File: src/core/oc_pkg.sv
/*
  Package for the output compare / PWM channel: register indices, control
  field positions, reset values and mode encodings.
  Assumes a 16-bit register port with one-cycle read latency.
*/
package oc_pkg;

  // ----------------------------------------------------------------
  // register indices on the plain register port
  // ----------------------------------------------------------------
  localparam logic [2:0] ADDR_CONTROL = 3'h0;
  localparam logic [2:0] ADDR_PRIMARY = 3'h1;
  localparam logic [2:0] ADDR_SECONDARY = 3'h2;
  localparam logic [2:0] ADDR_STATUS = 3'h3;

  // ----------------------------------------------------------------
  // control and status register fields
  // ----------------------------------------------------------------
  localparam int CTL_IDLE_BIT = 13;
  localparam int CTL_FAULT_BIT = 4;
  localparam int CTL_TSEL_BIT = 3;
  localparam int CTL_MODE_LSB = 0;
  localparam int STAT_FLAG_BIT = 0;

  // ----------------------------------------------------------------
  // reset values and the zero count
  // ----------------------------------------------------------------
  localparam logic [15:0] RESET_COMPARE = 16'h0000;
  localparam logic [2:0] RESET_MODE = 3'h0;
  localparam logic [15:0] COUNT_ZERO = 16'h0000;

  // ----------------------------------------------------------------
  // mode encodings
  // ----------------------------------------------------------------
  typedef enum logic [2:0] {
    MODE_OFF = 3'h0,
    MODE_SET_HIGH = 3'h1,
    MODE_SET_LOW = 3'h2,
    MODE_TOGGLE = 3'h3,
    MODE_SINGLE = 3'h4,
    MODE_CONT = 3'h5,
    MODE_PWM = 3'h6,
    MODE_PWM_FAULT = 3'h7
  } mode_t;

  // channel number governed by the second fault input
  localparam int FAULT_B_CHANNEL = 5;

endpackage

File: src/core/oc_sync.sv
/*
  Two flip-flop synchroniser for one asynchronous level.
  Assumes clk shared with the caller; it has no clock enable and samples every cycle.
*/
module oc_sync
  import oc_pkg::*;
(
  input wire logic clk,
  input wire logic rst_n,
  input wire logic d,
  output logic q
);

  logic meta_q;

  // first stage is read only by the second
  always_ff @(posedge clk or negedge rst_n) begin
    if (!rst_n) begin
      meta_q <= 1'b0;
      q <= 1'b0;
    end else begin
      meta_q <= d;
      q <= meta_q;
    end
  end

endmodule

File: src/core/output_compare_pwm_channel.sv
/*
  One output compare / PWM channel with its register port.
  Compares the selected time base against primary and secondary
  compare values and drives one output pin. The two time bases and their
  period values come from timer logic on the same clock; the fault inputs
  and idle request arrive from outside and are synchronised here.
*/
// Added by the designer: the register addresses and the strobed register port.
module output_compare_pwm_channel
  import oc_pkg::*;
#(
  parameter int CHANNEL = 1
)
(
  input wire logic clk,
  input wire logic rst_n,
  input wire logic clk_en,
  // register port
  input wire logic [2:0] reg_addr,
  input wire logic [15:0] reg_wdata,
  input wire logic reg_write,
  input wire logic reg_read,
  output logic [15:0] reg_rdata,
  // time bases from the timers, same clock
  input wire logic [15:0] timer2_count,
  input wire logic [15:0] timer2_period,
  input wire logic [15:0] timer3_count,
  input wire logic [15:0] timer3_period,
  // asynchronous inputs
  input wire logic cpu_idle,
  input wire logic fault_input_a,
  input wire logic fault_input_b,
  // outputs
  output logic compare_output_pin,
  output logic compare_interrupt_flag
);

  // ----------------------------------------------------------------
  // state and control
  // ----------------------------------------------------------------
  logic [15:0] primary_compare_value_q;
  logic [15:0] secondary_compare_value_q;
  mode_t compare_mode_field_q;
  logic time_base_select_q;
  logic stop_in_idle_q;
  logic fault_status_q;
  logic pin_q;
  logic flag_q;
  logic pulse_done_q;
  logic [15:0] rdata_q;
  logic idle_s;
  logic fault_a_s;
  logic fault_b_s;

  // ----------------------------------------------------------------
  // synchronisers for pin-side levels
  // ----------------------------------------------------------------
  oc_sync u_sync_idle (
    .clk(clk),
    .rst_n(rst_n),
    .d(cpu_idle),
    .q(idle_s)
  );

  oc_sync u_sync_fa (
    .clk(clk),
    .rst_n(rst_n),
    .d(fault_input_a),
    .q(fault_a_s)
  );

  oc_sync u_sync_fb (
    .clk(clk),
    .rst_n(rst_n),
    .d(fault_input_b),
    .q(fault_b_s)
  );

  // ----------------------------------------------------------------
  // time base selection and compare events
  // ----------------------------------------------------------------
  logic [15:0] time_base_count;
  logic [15:0] time_base_period;
  logic run;
  logic is_pwm;
  logic match_pri;
  logic match_sec;
  logic match_per;
  logic match_duty;
  logic fault_in;
  logic ctl_write;

  // third timer when select is one, else second
  assign time_base_count = time_base_select_q ? timer3_count : timer2_count;
  assign time_base_period = time_base_select_q ? timer3_period : timer2_period;
  // halt while idle if requested
  assign run = clk_en && !(stop_in_idle_q && idle_s);
  assign is_pwm = (compare_mode_field_q == MODE_PWM) || (compare_mode_field_q == MODE_PWM_FAULT);
  assign match_pri = time_base_count == primary_compare_value_q;
  assign match_sec = time_base_count == secondary_compare_value_q;
  // the timer wraps to zero after this count, so a cycle is period + 1 counts
  assign match_per = time_base_count == time_base_period;
  // the pin is registered, so the PWM fall is taken one count early to keep
  // exactly duty high counts; 17 bits keep the top count from wrapping to zero
  assign match_duty = ({1'b0, time_base_count} + 17'h00001)
                      == {1'b0, primary_compare_value_q};
  // channel five listens to the second fault input, the rest to the first
  assign fault_in = (CHANNEL == FAULT_B_CHANNEL) ? fault_b_s : fault_a_s;
  assign ctl_write = reg_write && (reg_addr == ADDR_CONTROL);

  // ----------------------------------------------------------------
  // control register
  // ----------------------------------------------------------------
  // mode, timer select and idle bits are software writable
  always_ff @(posedge clk or negedge rst_n) begin
    if (!rst_n) begin
      compare_mode_field_q <= MODE_OFF;
      time_base_select_q <= 1'b0;
      stop_in_idle_q <= 1'b0;
    end else if (clk_en && ctl_write) begin
      compare_mode_field_q <= mode_t'(reg_wdata[CTL_MODE_LSB +: 3]);
      time_base_select_q <= reg_wdata[CTL_TSEL_BIT];
      stop_in_idle_q <= reg_wdata[CTL_IDLE_BIT];
    end
  end

  // ----------------------------------------------------------------
  // compare values
  // ----------------------------------------------------------------
  // primary is latched from secondary at period match in PWM modes
  always_ff @(posedge clk or negedge rst_n) begin
    if (!rst_n) begin
      primary_compare_value_q <= RESET_COMPARE;
    end else if (clk_en) begin
      if (run && is_pwm && match_per) begin
        primary_compare_value_q <= secondary_compare_value_q;
      end else if (reg_write && reg_addr == ADDR_PRIMARY && !is_pwm) begin
        // writes are dropped while PWM runs; the pin stays low until the first period match loads secondary
        primary_compare_value_q <= reg_wdata;
      end
    end
  end

  // secondary may be written at any time
  always_ff @(posedge clk or negedge rst_n) begin
    if (!rst_n) begin
      secondary_compare_value_q <= RESET_COMPARE;
    end else if (clk_en && reg_write && reg_addr == ADDR_SECONDARY) begin
      secondary_compare_value_q <= reg_wdata;
    end
  end

  // ----------------------------------------------------------------
  // fault status
  // ----------------------------------------------------------------
  // set on fault in mode 111; cleared by hardware on leaving PWM-fault mode while no fault is present
  always_ff @(posedge clk or negedge rst_n) begin
    if (!rst_n) begin
      fault_status_q <= 1'b0;
    end else if (clk_en) begin
      if (compare_mode_field_q == MODE_PWM_FAULT && fault_in) begin
        fault_status_q <= 1'b1;
      end else if (ctl_write && reg_wdata[CTL_MODE_LSB +: 3] != MODE_PWM_FAULT) begin
        fault_status_q <= 1'b0;
      end
    end
  end

  // ----------------------------------------------------------------
  // output pin
  // ----------------------------------------------------------------
  // mode write initialises the pin, then compare events move it
  always_ff @(posedge clk or negedge rst_n) begin
    if (!rst_n) begin
      pin_q <= 1'b0;
      pulse_done_q <= 1'b0;
    end else if (clk_en) begin
      if (ctl_write) begin
        pulse_done_q <= 1'b0;
        case (reg_wdata[CTL_MODE_LSB +: 3])
          MODE_SET_LOW: pin_q <= 1'b1;
          default: pin_q <= 1'b0;
        endcase
      end else if (run) begin
        case (compare_mode_field_q)
          MODE_OFF: begin
            pin_q <= 1'b0;
          end
          MODE_SET_HIGH: begin
            if (match_pri) pin_q <= 1'b1;
          end
          MODE_SET_LOW: begin
            if (match_pri) pin_q <= 1'b0;
          end
          MODE_TOGGLE: begin
            if (match_pri) pin_q <= !pin_q;
          end
          MODE_SINGLE: begin
            if (!pulse_done_q) begin
              if (pin_q && match_sec) begin
                pin_q <= 1'b0;
                pulse_done_q <= 1'b1;
              end else if (match_pri) begin
                pin_q <= 1'b1;
              end
            end
          end
          MODE_CONT: begin
            if (pin_q && match_sec) begin
              pin_q <= 1'b0;
            end else if (match_pri) begin
              pin_q <= 1'b1;
            end
          end
          MODE_PWM, MODE_PWM_FAULT: begin
            if (compare_mode_field_q == MODE_PWM_FAULT && (fault_in || fault_status_q)) begin
              pin_q <= 1'b0;
            end else if (match_per) begin
              // next count is zero: high unless next duty is zero
              pin_q <= (secondary_compare_value_q != COUNT_ZERO);
            end else if (match_duty) begin
              // duty above period never matches and stays high
              pin_q <= 1'b0;
            end
          end
          default: begin
            pin_q <= pin_q;
          end
        endcase
      end
    end
  end

  // ----------------------------------------------------------------
  // interrupt event flag
  // ----------------------------------------------------------------
  // sticky; set wins over a software clear in the same cycle
  always_ff @(posedge clk or negedge rst_n) begin
    if (!rst_n) begin
      flag_q <= 1'b0;
    end else if (clk_en) begin
      if (run && match_sec && pin_q
          && (compare_mode_field_q == MODE_CONT
              || (compare_mode_field_q == MODE_SINGLE && !pulse_done_q))) begin
        flag_q <= 1'b1;
      end else if (run && is_pwm && match_per) begin
        flag_q <= 1'b1;
      end else if (run && (compare_mode_field_q == MODE_SET_HIGH
                           || compare_mode_field_q == MODE_SET_LOW
                           || compare_mode_field_q == MODE_TOGGLE) && match_pri) begin
        flag_q <= 1'b1;
      end else if (compare_mode_field_q == MODE_PWM_FAULT && fault_in) begin
        flag_q <= 1'b1;
      end else if (reg_write && reg_addr == ADDR_STATUS && reg_wdata[STAT_FLAG_BIT]) begin
        flag_q <= 1'b0; // write one to clear
      end
    end
  end

  // ----------------------------------------------------------------
  // register read port
  // ----------------------------------------------------------------
  // data stand in the cycle after the read strobe
  always_ff @(posedge clk or negedge rst_n) begin
    if (!rst_n) begin
      rdata_q <= RESET_COMPARE;
    end else if (clk_en) begin
      rdata_q <= 16'h0000;
      if (reg_read) begin
        if (reg_addr == ADDR_CONTROL) begin
          rdata_q[CTL_IDLE_BIT] <= stop_in_idle_q;
          rdata_q[CTL_FAULT_BIT] <= fault_status_q;
          rdata_q[CTL_TSEL_BIT] <= time_base_select_q;
          rdata_q[CTL_MODE_LSB +: 3] <= compare_mode_field_q;
        end else if (reg_addr == ADDR_PRIMARY) begin
          rdata_q <= primary_compare_value_q;
        end else if (reg_addr == ADDR_SECONDARY) begin
          rdata_q <= secondary_compare_value_q;
        end else if (reg_addr == ADDR_STATUS) begin
          rdata_q[STAT_FLAG_BIT] <= flag_q;
        end
      end
    end
  end

  assign reg_rdata = rdata_q;
  assign compare_output_pin = pin_q;
  assign compare_interrupt_flag = flag_q;

endmodule

File: config.mk
export PLATFORM = sky130hd
export DESIGN_NAME = output_compare_pwm_channel
export DESIGN_NICKNAME = d
export VERILOG_FILES = /design/src/core/oc_pkg.sv /design/src/core/oc_sync.sv /design/src/core/output_compare_pwm_channel.sv
export SDC_FILE = /design/constraint.sdc
export NUM_CORES = 1
export LEC_CHECK = 0
export BUFFER_PORTS_ARGS = -buffer_cell sky130_fd_sc_hd__buf_2
export CAP_MARGIN = 0
export CELL_PAD_IN_SITES_DETAIL_PLACEMENT = 1
export CELL_PAD_IN_SITES_GLOBAL_PLACEMENT = 1
export CORE_AREA = 2 2 126 128
export CTS_CLUSTER_DIAMETER = 30
export DETAILED_ROUTE_END_ITERATION = 12
export DIE_AREA = 0 0 128 130
export PLACE_DENSITY_LB_ADDON = 0.1
export REMOVE_ABC_BUFFERS = 1
export SLEW_MARGIN = 5
export SYNTH_ARGS = -nofsm -noshare
export SYNTH_HDL_FRONTEND = slang
export SYNTH_SLANG_ARGS = --single-unit
File: constraint.sdc
create_clock -name clk -period 3.2 [get_ports clk]
set_input_delay 0.16 -clock clk [delete_from_list [all_inputs] [get_ports clk]]
set_output_delay 0.16 -clock clk [all_outputs]
set_load 0.01 [all_outputs]
==> flow_metrics.py, run 1 <==
metrics = {
    "yosys": {
        "ys_seq_elements": 61,
        "syn_area_mm2": 0.00422,
        "yosys_warnings": 0,
        "netlist_instances": 444,
        "synth-edff-count": 0,
        "async_reset_ff_share_pct": 100,
        "number_of_different_library_cells_in_the_post_synthesis_netlist": 61,
        "synthFlopType": "dfrtp_1",
        "postSynthAreaPerCell_um2": 9.51,
        "synth.top_cell.area_share_pct": 36.1,
        "synth_seq_area_share_pct": 36.1,
        "ys_top_cells_by_area": "dfrtp_1 (36%), xnor2_1 (8.7%), xor2_1 (6.0%)",
        "synth.largest_area_cell": "dfrtp_1",
    },
    "cts": {
        "cts.repair.resized": 0,
        "cts.reportedPaths.clkPinSlew_ps": 60,
        "hold_buffers": 3,
        "clkLatencyLatePin_ps": 330,
        "cts.repair_timing.setup_buffer_count": 0,
        "cts_buffers": 9,
        "tritoncts": "yes",
        "htreeDepth": 3,
        "number_of_clock_sinks": 61,
        "clk_root_buffer_cell": "clkbuf_16",
        "clk_path_buf_depth": 2,
    },
    "cells_and_area": {
        "most-common-layout-cells": "buf_2 (107), dfrtp_1 (61), xnor2_1 (42)",
        "final_area_mm2": 0.00535,
        "diodes": 0,
        "fraction_of_layout_instances_using_a_drive_strength_above_1_pct": 29.2,
        "syn2layout_area_growth_pct": 26.6,
        "fillerInstances": 1818,
        "final_common_cell": "buf_2",
        "filler_free_cell_count_of_the_finished_design": 757,
        "finalNetCount": 652,
    },
    "worst_setup_path": {
        "capturing_element_type_of_the_critical_path": "flip-flop",
        "critical_path_peak_fanout": 6,
        "cp_slowest_cell": "dfrtp_1",
        "worst-setup-path-type": "flip-flop to flip-flop",
        "arrival_ps": 3170,
        "worst_ep_required_time_ps": 3420,
        "cp-start-kind": "flip-flop",
        "worst_path_largest_cell_delay_ps": 490,
        "crit_chain": "mux2i_2 -> inv_1 -> ha_1 -> inv_1 -> a211o_1 -> nor4b_1 -> xnor2_1 -> nor4b_1 -> nand4_1 -> a32o_1",
    },
    "drt": {
        "average_via_count_per_standard_cell": 5.16,
        "vias": 3904,
        "avgRoutedWirePerCell_um": 20.3,
        "post-route-drc-count": 0,
        "drt_pre_antenna_iters": 4,
        "detail-route-antenna-nets": 0,
        "drt_iter0_drc": 233,
        "wl_mm": 15.4,
    },
    "floorplanning": {
        "boundaryPins": 109,
        "placeableCoreArea_mm2": 0.0154,
        "initial_utilization_pct": 27.4,
        "chipWidth_um": 128,
        "dieHeight_um": 130,
        "die-area_mm2": 0.0166,
        "floorplan.rows": 46,
    },
    "grt": {
        "number_of_global_route_vias_before_repair": 4074,
        "maximum_number_of_pins_on_one_net_before_global_route_repair": 45,
        "wire_length_of_the_first_global_routing_pass_mm": 23.8,
        "gr-total-overflow": 0,
        "grt.total_usage_pct": 18.9,
        "antenna_found_initial": 0,
    },
    "timing": {
        "finalSetupViolations": 0,
        "final.setup.worst_slack_ps": 256,
        "timing.slew.headroom_pct": 44.3,
        "unrepaired_setup_endpoints_after_global_routing": "no",
        "worstMarginPinSlew_ps": 834,
        "slew_violations": 0,
        "fin_tns_setup_ps": 0,
        "max_freq_ghz": 0.340,
        "post-route-period-util_pct": 92.0,
        "finalWorstPathRequiredPeriod_ps": 2940,
        "final.setup_skew_ps": 9.02,
        "hold_violations": 0,
    },
    "place": {
        "placed_cell_area_mm2": 0.00502,
        "place.port_buffers": 107,
        "dp_hpwl_mm": 11.9,
        "dp_worst_setup_slack_ps": 214,
        "gp_routability_congestion": 0.806,
        "dp_cells": 738,
    },
    "flow_run": {
        "max_cap_viol_count": 0,
    },
    "worst_hold_path": {
        "min_path_type": "input pin to flip-flop",
    },
    "pwr": {
        "static_leak_uw": 0.00234,
        "peakVddDrop_uv": 222,
        "p_per_area_mw_per_mm2": 567,
    },
    "status": {
        "outcome": "finished clean",
    },
}
==> sequential cells by signal, summed over array words and instances (netlist names) <==
signal                     cells
compare_interrupt_flag         1
compare_mode_field_q           3
compare_output_pin             1
fault_status_q                 1
primary_compare_value_q       16
pulse_done_q                   1
reg_rdata                     16
secondary_compare_value_q     16
stop_in_idle_q                 1
time_base_select_q             1
u_sync_fa.meta_q               1
u_sync_fa.q                    1
u_sync_idle.meta_q             1
u_sync_idle.q                  1
==> final cells by class <==
class	count	area (um^2)	area share, %
Tap cell	192	240	4.49
Clock inverter	4	47.5	0.890
Clock buffer	12	246	4.61
Multi-Input combinational cell	333	2480	46.4
Inverter	30	113	2.11
Timing Repair Buffer	125	691	12.9
Sequential cell	61	1530	28.6
==> path summary, 6_finish.rpt <==
| kind | startpoint | end | slack [ps] | cells past startpoint |
|---|---|---|---|---|
| max reg2reg | time_base_select_q | compare_output_pin | 260 | 10 |
| min in group asynchronous | rst_n | pulse_done_q | 290 | 2 |
| max in group asynchronous | rst_n | primary_compare_value_q[9] | 1940 | 3 |
| min reg2reg | u_sync_idle.meta_q | u_sync_idle.q | 350 | 0 |
| min | reg_wdata[11] | secondary_compare_value_q[11] | 80 | 2 |
| max | time_base_select_q | compare_output_pin | 260 | 10 |
==> per-stage QoR <==
step | hold slack, ps | utilization [%] | total power [uW]
after CTS | 73.5 | 34.7 | 3070
after global placement | 117 | 32.6 | 2050
final | 81.6 | 34.7 | 3030
after floorplan | -136 | - | 1660
after detailed placement | 120 | 32.6 | 2070
after global routing | 83.2 | 34.7 | 3210
==> routing by layer <==
metal,share of wire (%),track usage (%)
met5,0,0
met4,1.1,4.85
met3,5.6,3.53
met2,45,30.3
met1,48,26.3
==> Yosys cell counts, drive strengths merged (3+ instances only) <==
cell     instances
or3              3
mux2            20
nand4b           3
nand4           13
xnor2           42
buf             10
a22oi           12
dfrtp           61
o22ai           21
nor4            11
clkbuf          10
a21oi           26
xor2            29
o2111ai          6
o2bb2ai         10
nand2           14
and2             4
nor2b           10
and3             3
nor3b            4
o21ai           16
nand3           11
nor2            13
nor3             6
mux2i           19
inv             30
nand2b           5
==> logic make-up (layout without fill, tap and decap cells) <==
kind of cell / after synthesis / in the layout / synth area share [%]
AO/OA/AOI/OAI: 111 / 111 / 17.7
AND/OR/NAND/NOR: 111 / 111 / 15.6
XOR/XNOR: 71 / 71 / 14.7
flip-flops: 61 / 61 / 36.1
buffers and inverters: 50 / 171 / 5.21
multiplexers: 39 / 39 / 10.4
adder cells (fa/ha/maj): 1 / 1 / 0.296
==> power breakdown <==
part / total, uW / internal (uW) / switching, uW / leakage [uW]
sequential: 1100 / 905 / 194 / 0.000742
clock: 974 / 621 / 353 / 0.000143
combinational: 956 / 448 / 507 / 0.00146
total: 3030 / 1970 / 1050 / 0.00234
==> worst max-delay path, delay by kind of cell (launching register included) <==
family,cells,cell delay [ps]
adder cells (fa/ha/maj),1,180
XOR/XNOR,1,210
buffers and inverters,2,150
multiplexers,1,240
flip-flops,1,490
AO/OA/AOI/OAI,2,620
AND/OR/NAND/NOR,3,950
(Power assumes the default switching activity.)
==> run 2, diff against run 1 <==
CORE_AREA = 2 2 150 108   (was 2 2 126 128)
DIE_AREA = 0 0 152 110   (was 0 0 128 130)
SLEW_MARGIN = unset   (was 5)
==> flow_metrics.py, run 2 (synthesized netlist as in run 1, its figures left out) <==
metrics = {
    "timing": {
        "fin_tns_setup_ps": 0,
        "unrepaired_setup_endpoints_after_global_routing": "no",
        "final.setup.worst_slack_ps": 282,
        "finalSetupViolations": 0,
        "post-route-period-util_pct": 91.2,
        "worstMarginPinSlew_ps": 790,
        "hold_violations": 0,
        "final.setup_skew_ps": 3.53,
        "slew_violations": 0,
        "timing.slew.headroom_pct": 47.2,
        "finalWorstPathRequiredPeriod_ps": 2920,
        "max_freq_ghz": 0.343,
    },
    "worst_setup_path": {
        "arrival_ps": 3190,
        "worst_ep_required_time_ps": 3470,
        "critical_path.n_buffers_inverters": 1,
        "critical_path_peak_fanout": 36,
        "worst_path_largest_cell_delay_ps": 530,
        "crit_chain": "buf_12 -> mux2i_1 -> xnor2_1 -> nor4_1 -> nand4_1 -> nor2b_1 -> o41ai_2 -> a32o_1",
        "cp_slowest_cell": "dfrtp_1",
        "worst-setup-path-type": "flip-flop to flip-flop",
        "cp_delay_by_family_top": "simple AND/OR/NAND/NOR gates",
        "capturing_element_type_of_the_critical_path": "flip-flop",
        "cp-start-kind": "flip-flop",
    },
    "cts": {
        "cts.reportedPaths.clkPinSlew_ps": 50,
        "cts.repair_timing.setup_buffer_count": 0,
        "cts_buffers": 9,
        "clk_root_buffer_cell": "clkbuf_16",
        "clkLatencyLatePin_ps": 330,
        "number_of_clock_sinks": 61,
        "clk_path_buf_depth": 2,
        "htreeDepth": 3,
        "tritoncts": "yes",
    },
    "cells_and_area": {
        "most-common-layout-cells": "buf_2 (107), dfrtp_1 (61), xnor2_1 (42)",
        "finalNetCount": 647,
        "diodes": 0,
        "finalCoreUtilization_pct": 34.6,
        "fillerInstances": 1804,
        "final_common_cell": "buf_2",
        "filler_free_cell_count_of_the_finished_design": 759,
        "fraction_of_layout_instances_using_a_drive_strength_above_1_pct": 28.3,
        "syn2layout_area_growth_pct": 25.1,
    },
    "drt": {
        "detail-route-antenna-nets": 0,
        "wl_mm": 15.0,
        "avgRoutedWirePerCell_um": 19.7,
        "drt_pre_antenna_iters": 4,
        "average_via_count_per_standard_cell": 5.14,
        "drt_iter0_drc": 152,
        "vias": 3900,
        "post-route-drc-count": 0,
    },
    "pwr": {
        "static_leak_uw": 0.00230,
        "p_per_area_mw_per_mm2": 556,
        "peakVddDrop_uv": 241,
    },
    "place": {
        "dp_worst_setup_slack_ps": 336,
        "dp_hpwl_mm": 11.9,
        "gp_routability_congestion": 0.871,
        "dp_cells": 741,
        "place.port_buffers": 107,
    },
    "floorplanning": {
        "die-area_mm2": 0.0167,
        "chipWidth_um": 152,
        "dieHeight_um": 110,
        "boundaryPins": 109,
        "placeableCoreArea_mm2": 0.0153,
        "initial_utilization_pct": 27.7,
        "floorplan.rows": 38,
    },
    "worst_hold_path": {
        "min_path_type": "input pin to flip-flop",
    },
    "grt": {
        "grt.total_usage_pct": 17.8,
        "number_of_global_route_vias_before_repair": 3920,
        "antenna_found_initial": 0,
        "wire_length_of_the_first_global_routing_pass_mm": 22.9,
        "maximum_number_of_pins_on_one_net_before_global_route_repair": 37,
        "gr-total-overflow": 0,
    },
    "status": {
        "outcome": "finished clean",
    },
    "flow_run": {
        "max_cap_viol_count": 0,
    },
}
-- run 2: cell types whose count changed in the layout (fill, tap and decap cells not counted) --
cell / before / now
buf_4: 14 / 9
bufinv_16: 1 / 0
clkbuf_1: 2 / 3
clkinvlp_4: 1 / 0
-- run 2: area by class of cell --
cell class	instances	area (um^2)	area share, %
inverter	30	113	2.13
tap	200	250	4.74
clock inverter	2	10.0	0.189
timing repair buffer	120	653	12.4
sequential	61	1530	28.9
multi-input combinational	333	2480	47.0
clock buffer	13	250	4.74
-- run 2: routing by layer --
| metal | part of all wire [%] | up-vias | global-route usage, % |
|---|---|---|---|
| met4 | 0.90 | 0 | 4.27 |
| li1 | - | 1852 | - |
| met1 | 50 | 1954 | 26.8 |
| met2 | 44 | 84 | 26.2 |
| met5 | 0 | - | 0 |
| met3 | 4.5 | 10 | 3.09 |
-- run 2: repair_timing --
action	4_1_cts	5_1_grt
hold buffers	3	0
gates resized for setup	0	0
hold endpoints to repair	34	0
-- run 2: final timing paths --
check                              startpoint                             to  slack [ps]  cells after the start
max reg2reg                time_base_select_q             compare_output_pin         280                      8
max in group asynchronous               rst_n   secondary_compare_value_q[3]        1830                      3
min reg2reg                u_sync_idle.meta_q                  u_sync_idle.q         350                      0
min in group asynchronous               rst_n                  reg_rdata[14]         450                      2
max                        time_base_select_q             compare_output_pin         280                      8
min                             reg_wdata[10]  secondary_compare_value_q[10]          90                      2
-- run 2: worst register-to-register path: stages (launching register included) --
cell,delay [ps]
dfrtp_1,530
buf_12,260
mux2i_1,390
xnor2_1,200
nor4_1,510
nand4_1,260
nor2b_1,210
o41ai_2,290
a32o_1,200
-- run 2: power by group --
group / internal (uW) / switching [uW] / leakage (uW)
Combinational: 437 / 528 / 0.00143
Clock: 539 / 342 / 0.000129
Sequential: 905 / 187 / 0.000742
Total: 1880 / 1060 / 0.00230
-- run 2: per-stage QoR --
stage | hold WS, ps | power (uW) | instance area [um^2]
4_1_cts | 76.4 | 2970 | 5280
5_1_grt | 83.8 | 3110 | 5280
6_report | 86.1 | 2940 | 5280
2_1_floorplan | -136 | 1660 | 4120
3_3_place_gp | 271 | 2050 | 4990
3_5_place_dp | 270 | 2060 | 4990
==> run 3, diff against run 2 <==
MAX_ROUTING_LAYER = met4   (was unset)
clock period = 2.95 ns   (was 3.2 ns; I/O delays follow)
==> flow_metrics.py, run 3 (synthesized netlist as in run 1, its figures left out) <==
metrics = {
    "grt": {
        "wire_length_of_the_first_global_routing_pass_mm": 23.1,
        "grtUsageMet2_pct": 28.1,
        "antenna_found_initial": 0,
        "grt-busiest-layer": "met2",
        "grt.total_usage_pct": 18.5,
        "grt_util_met3_pct": 2.89,
        "gr-total-overflow": 0,
        "number_of_global_route_vias_before_repair": 4072,
        "gr-usage-met1_pct": 26.0,
        "maximum_number_of_pins_on_one_net_before_global_route_repair": 43,
    },
    "timing": {
        "slew_violations": 0,
        "unrepaired_setup_endpoints_after_global_routing": "no",
        "final.setup.worst_slack_ps": 164,
        "hold_violations": 0,
        "finalWorstPathRequiredPeriod_ps": 2790,
        "final.setup_skew_ps": 6.72,
        "worstMarginPinSlew_ps": 826,
        "timing.slew.headroom_pct": 44.8,
        "post-route-period-util_pct": 94.5,
        "max_freq_ghz": 0.359,
        "finalSetupViolations": 0,
    },
    "pwr": {
        "p_seq_share_pct": 35.9,
        "p_sw_uw": 1160,
        "power.internal_uw": 2150,
        "clock_power_share_pct": 31.4,
        "share_of_total_power_consumed_by_net_switching_pct": 35.1,
        "comb_power_share_pct": 32.7,
        "peakVddDrop_uv": 267,
        "p_per_area_mw_per_mm2": 617,
        "static_leak_uw": 0.00235,
    },
    "floorplanning": {
        "initial_utilization_pct": 27.7,
        "dieHeight_um": 110,
        "die-area_mm2": 0.0167,
        "floorplan.rows": 38,
        "placeableCoreArea_mm2": 0.0153,
        "chipWidth_um": 152,
        "boundaryPins": 109,
    },
    "worst_setup_path": {
        "critical_path_peak_fanout": 36,
        "cp_slowest_cell": "dfrtp_1",
        "critical_path.n_buffers_inverters": 1,
        "regToRegSetupSlack_ps": 160,
        "arrival_ps": 3000,
        "most_frequent_cell_on_the_critical_path": "nand4_1",
        "worst_r2r_endpoint": "compare_output_pin",
        "crit_chain": "buf_12 -> mux2i_1 -> xnor2_1 -> nor4_2 -> nand4_1 -> a211oi_1 -> nand4_1 -> a32o_1",
        "worst_ep_required_time_ps": 3160,
        "cp-start-kind": "flip-flop",
        "worst_path_largest_cell_delay_ps": 460,
        "r2r_start": "time_base_select_q",
        "cp_delay_by_family_top": "simple AND/OR/NAND/NOR gates",
        "worst-setup-path-type": "flip-flop to flip-flop",
        "worstRegToRegCells": 8,
        "capturing_element_type_of_the_critical_path": "flip-flop",
    },
    "drt": {
        "wl_mm": 15.0,
        "average_via_count_per_standard_cell": 5.20,
        "avgRoutedWirePerCell_um": 19.6,
        "drt_iter0_drc": 201,
        "vias": 3986,
        "post-route-drc-count": 0,
        "drt_pre_antenna_iters": 6,
        "detail-route-antenna-nets": 0,
    },
    "cells_and_area": {
        "fraction_of_layout_instances_using_a_drive_strength_above_1_pct": 29.6,
        "most-common-layout-cells": "buf_2 (107), dfrtp_1 (61), xnor2_1 (42)",
        "finalNetCount": 654,
        "final_common_cell": "buf_2",
        "filler_free_cell_count_of_the_finished_design": 767,
        "syn2layout_area_growth_pct": 27.3,
        "diodes": 0,
    },
    "cts": {
        "cts.reportedPaths.clkPinSlew_ps": 50,
        "number_of_clock_sinks": 61,
        "htreeDepth": 3,
        "cts.repair_timing.setup_buffer_count": 0,
        "clkLatencyLatePin_ps": 330,
        "tritoncts": "yes",
        "cts_buffers": 9,
        "clk_path_buf_depth": 2,
        "clk_root_buffer_cell": "clkbuf_16",
    },
    "worst_hold_path": {
        "hold_depth": 2,
        "worstHoldStart": "reg_wdata[14]",
        "min_path_type": "input pin to flip-flop",
        "terminating_pin_of_the_worst_hold_path": "secondary_compare_value_q[14]",
    },
    "place": {
        "gp_routability_congestion": 0.875,
        "dp_hpwl_mm": 12.2,
        "dp_worst_setup_slack_ps": 156,
        "place.port_buffers": 107,
        "dp_cells": 748,
    },
    "status": {
        "outcome": "finished clean",
    },
    "flow_run": {
        "max_cap_viol_count": 0,
    },
}
==> run 3: area by class of cell <==
| class | count | area, um^2 |
|---|---|---|
| inverter | 30 | 113 |
| tap | 200 | 250 |
| timing repair buffer | 127 | 706 |
| fill | 1807 | 9890 |
| clock buffer | 12 | 246 |
| multi-input combinational | 333 | 2490 |
| clock inverter | 4 | 47.5 |
| sequential | 61 | 1530 |
==> run 3: how the worst max path moves through the flow <==
stage / from / to / slack, ps / cells past startpoint
CTS: time_base_select_q / compare_output_pin / 130 / 8
global placement: time_base_select_q / compare_output_pin / 220 / 10
detailed placement: time_base_select_q / compare_output_pin / 160 / 8
floorplan: time_base_select_q / compare_output_pin / -340 / 10
global route: time_base_select_q / primary_compare_value_q[8] / 10 / 9
finish: time_base_select_q / compare_output_pin / 160 / 8
==> run 3: power by group through the flow <==
| stage | sequential, uW | combinational, uW | clock (uW) |
|---|---|---|---|
| floorplan | 1160 | 639 | 0 |
| global placement | 1200 | 1050 | 0 |
| detailed placement | 1200 | 1080 | 0 |
| CTS | 1190 | 1090 | 1070 |
| global route | 1210 | 1190 | 1100 |
| finish | 1190 | 1090 | 1040 |
==> run 3: repair_timing <==
action	in CTS	in global routing
setup endpoints to repair	0	1
gates resized for setup	0	1
hold buffers	3	0
endpoints found under the hold margin	21	0
==> run 3: through the flow <==
stage               hold WS [ps]  TNS [ps]  instance area [um^2]  util [%]  power, uW
floorplan                   -148     -3040                  4120         -       1800
global placement             122         0                  5050      33.1       2250
detailed placement           123         0                  5050      33.1       2280
CTS                         68.3         0                  5370      35.2       3350
global route                79.9         0                  5380      35.2       3500
finish                      78.2         0                  5380      35.2       3320
==> run 3: routing by layer <==
layer	vias to the layer above	wire length (um)
met5	-	0
met2	68	6840
met1	2029	7450
met3	18	574
li1	1871	-
met4	0	175
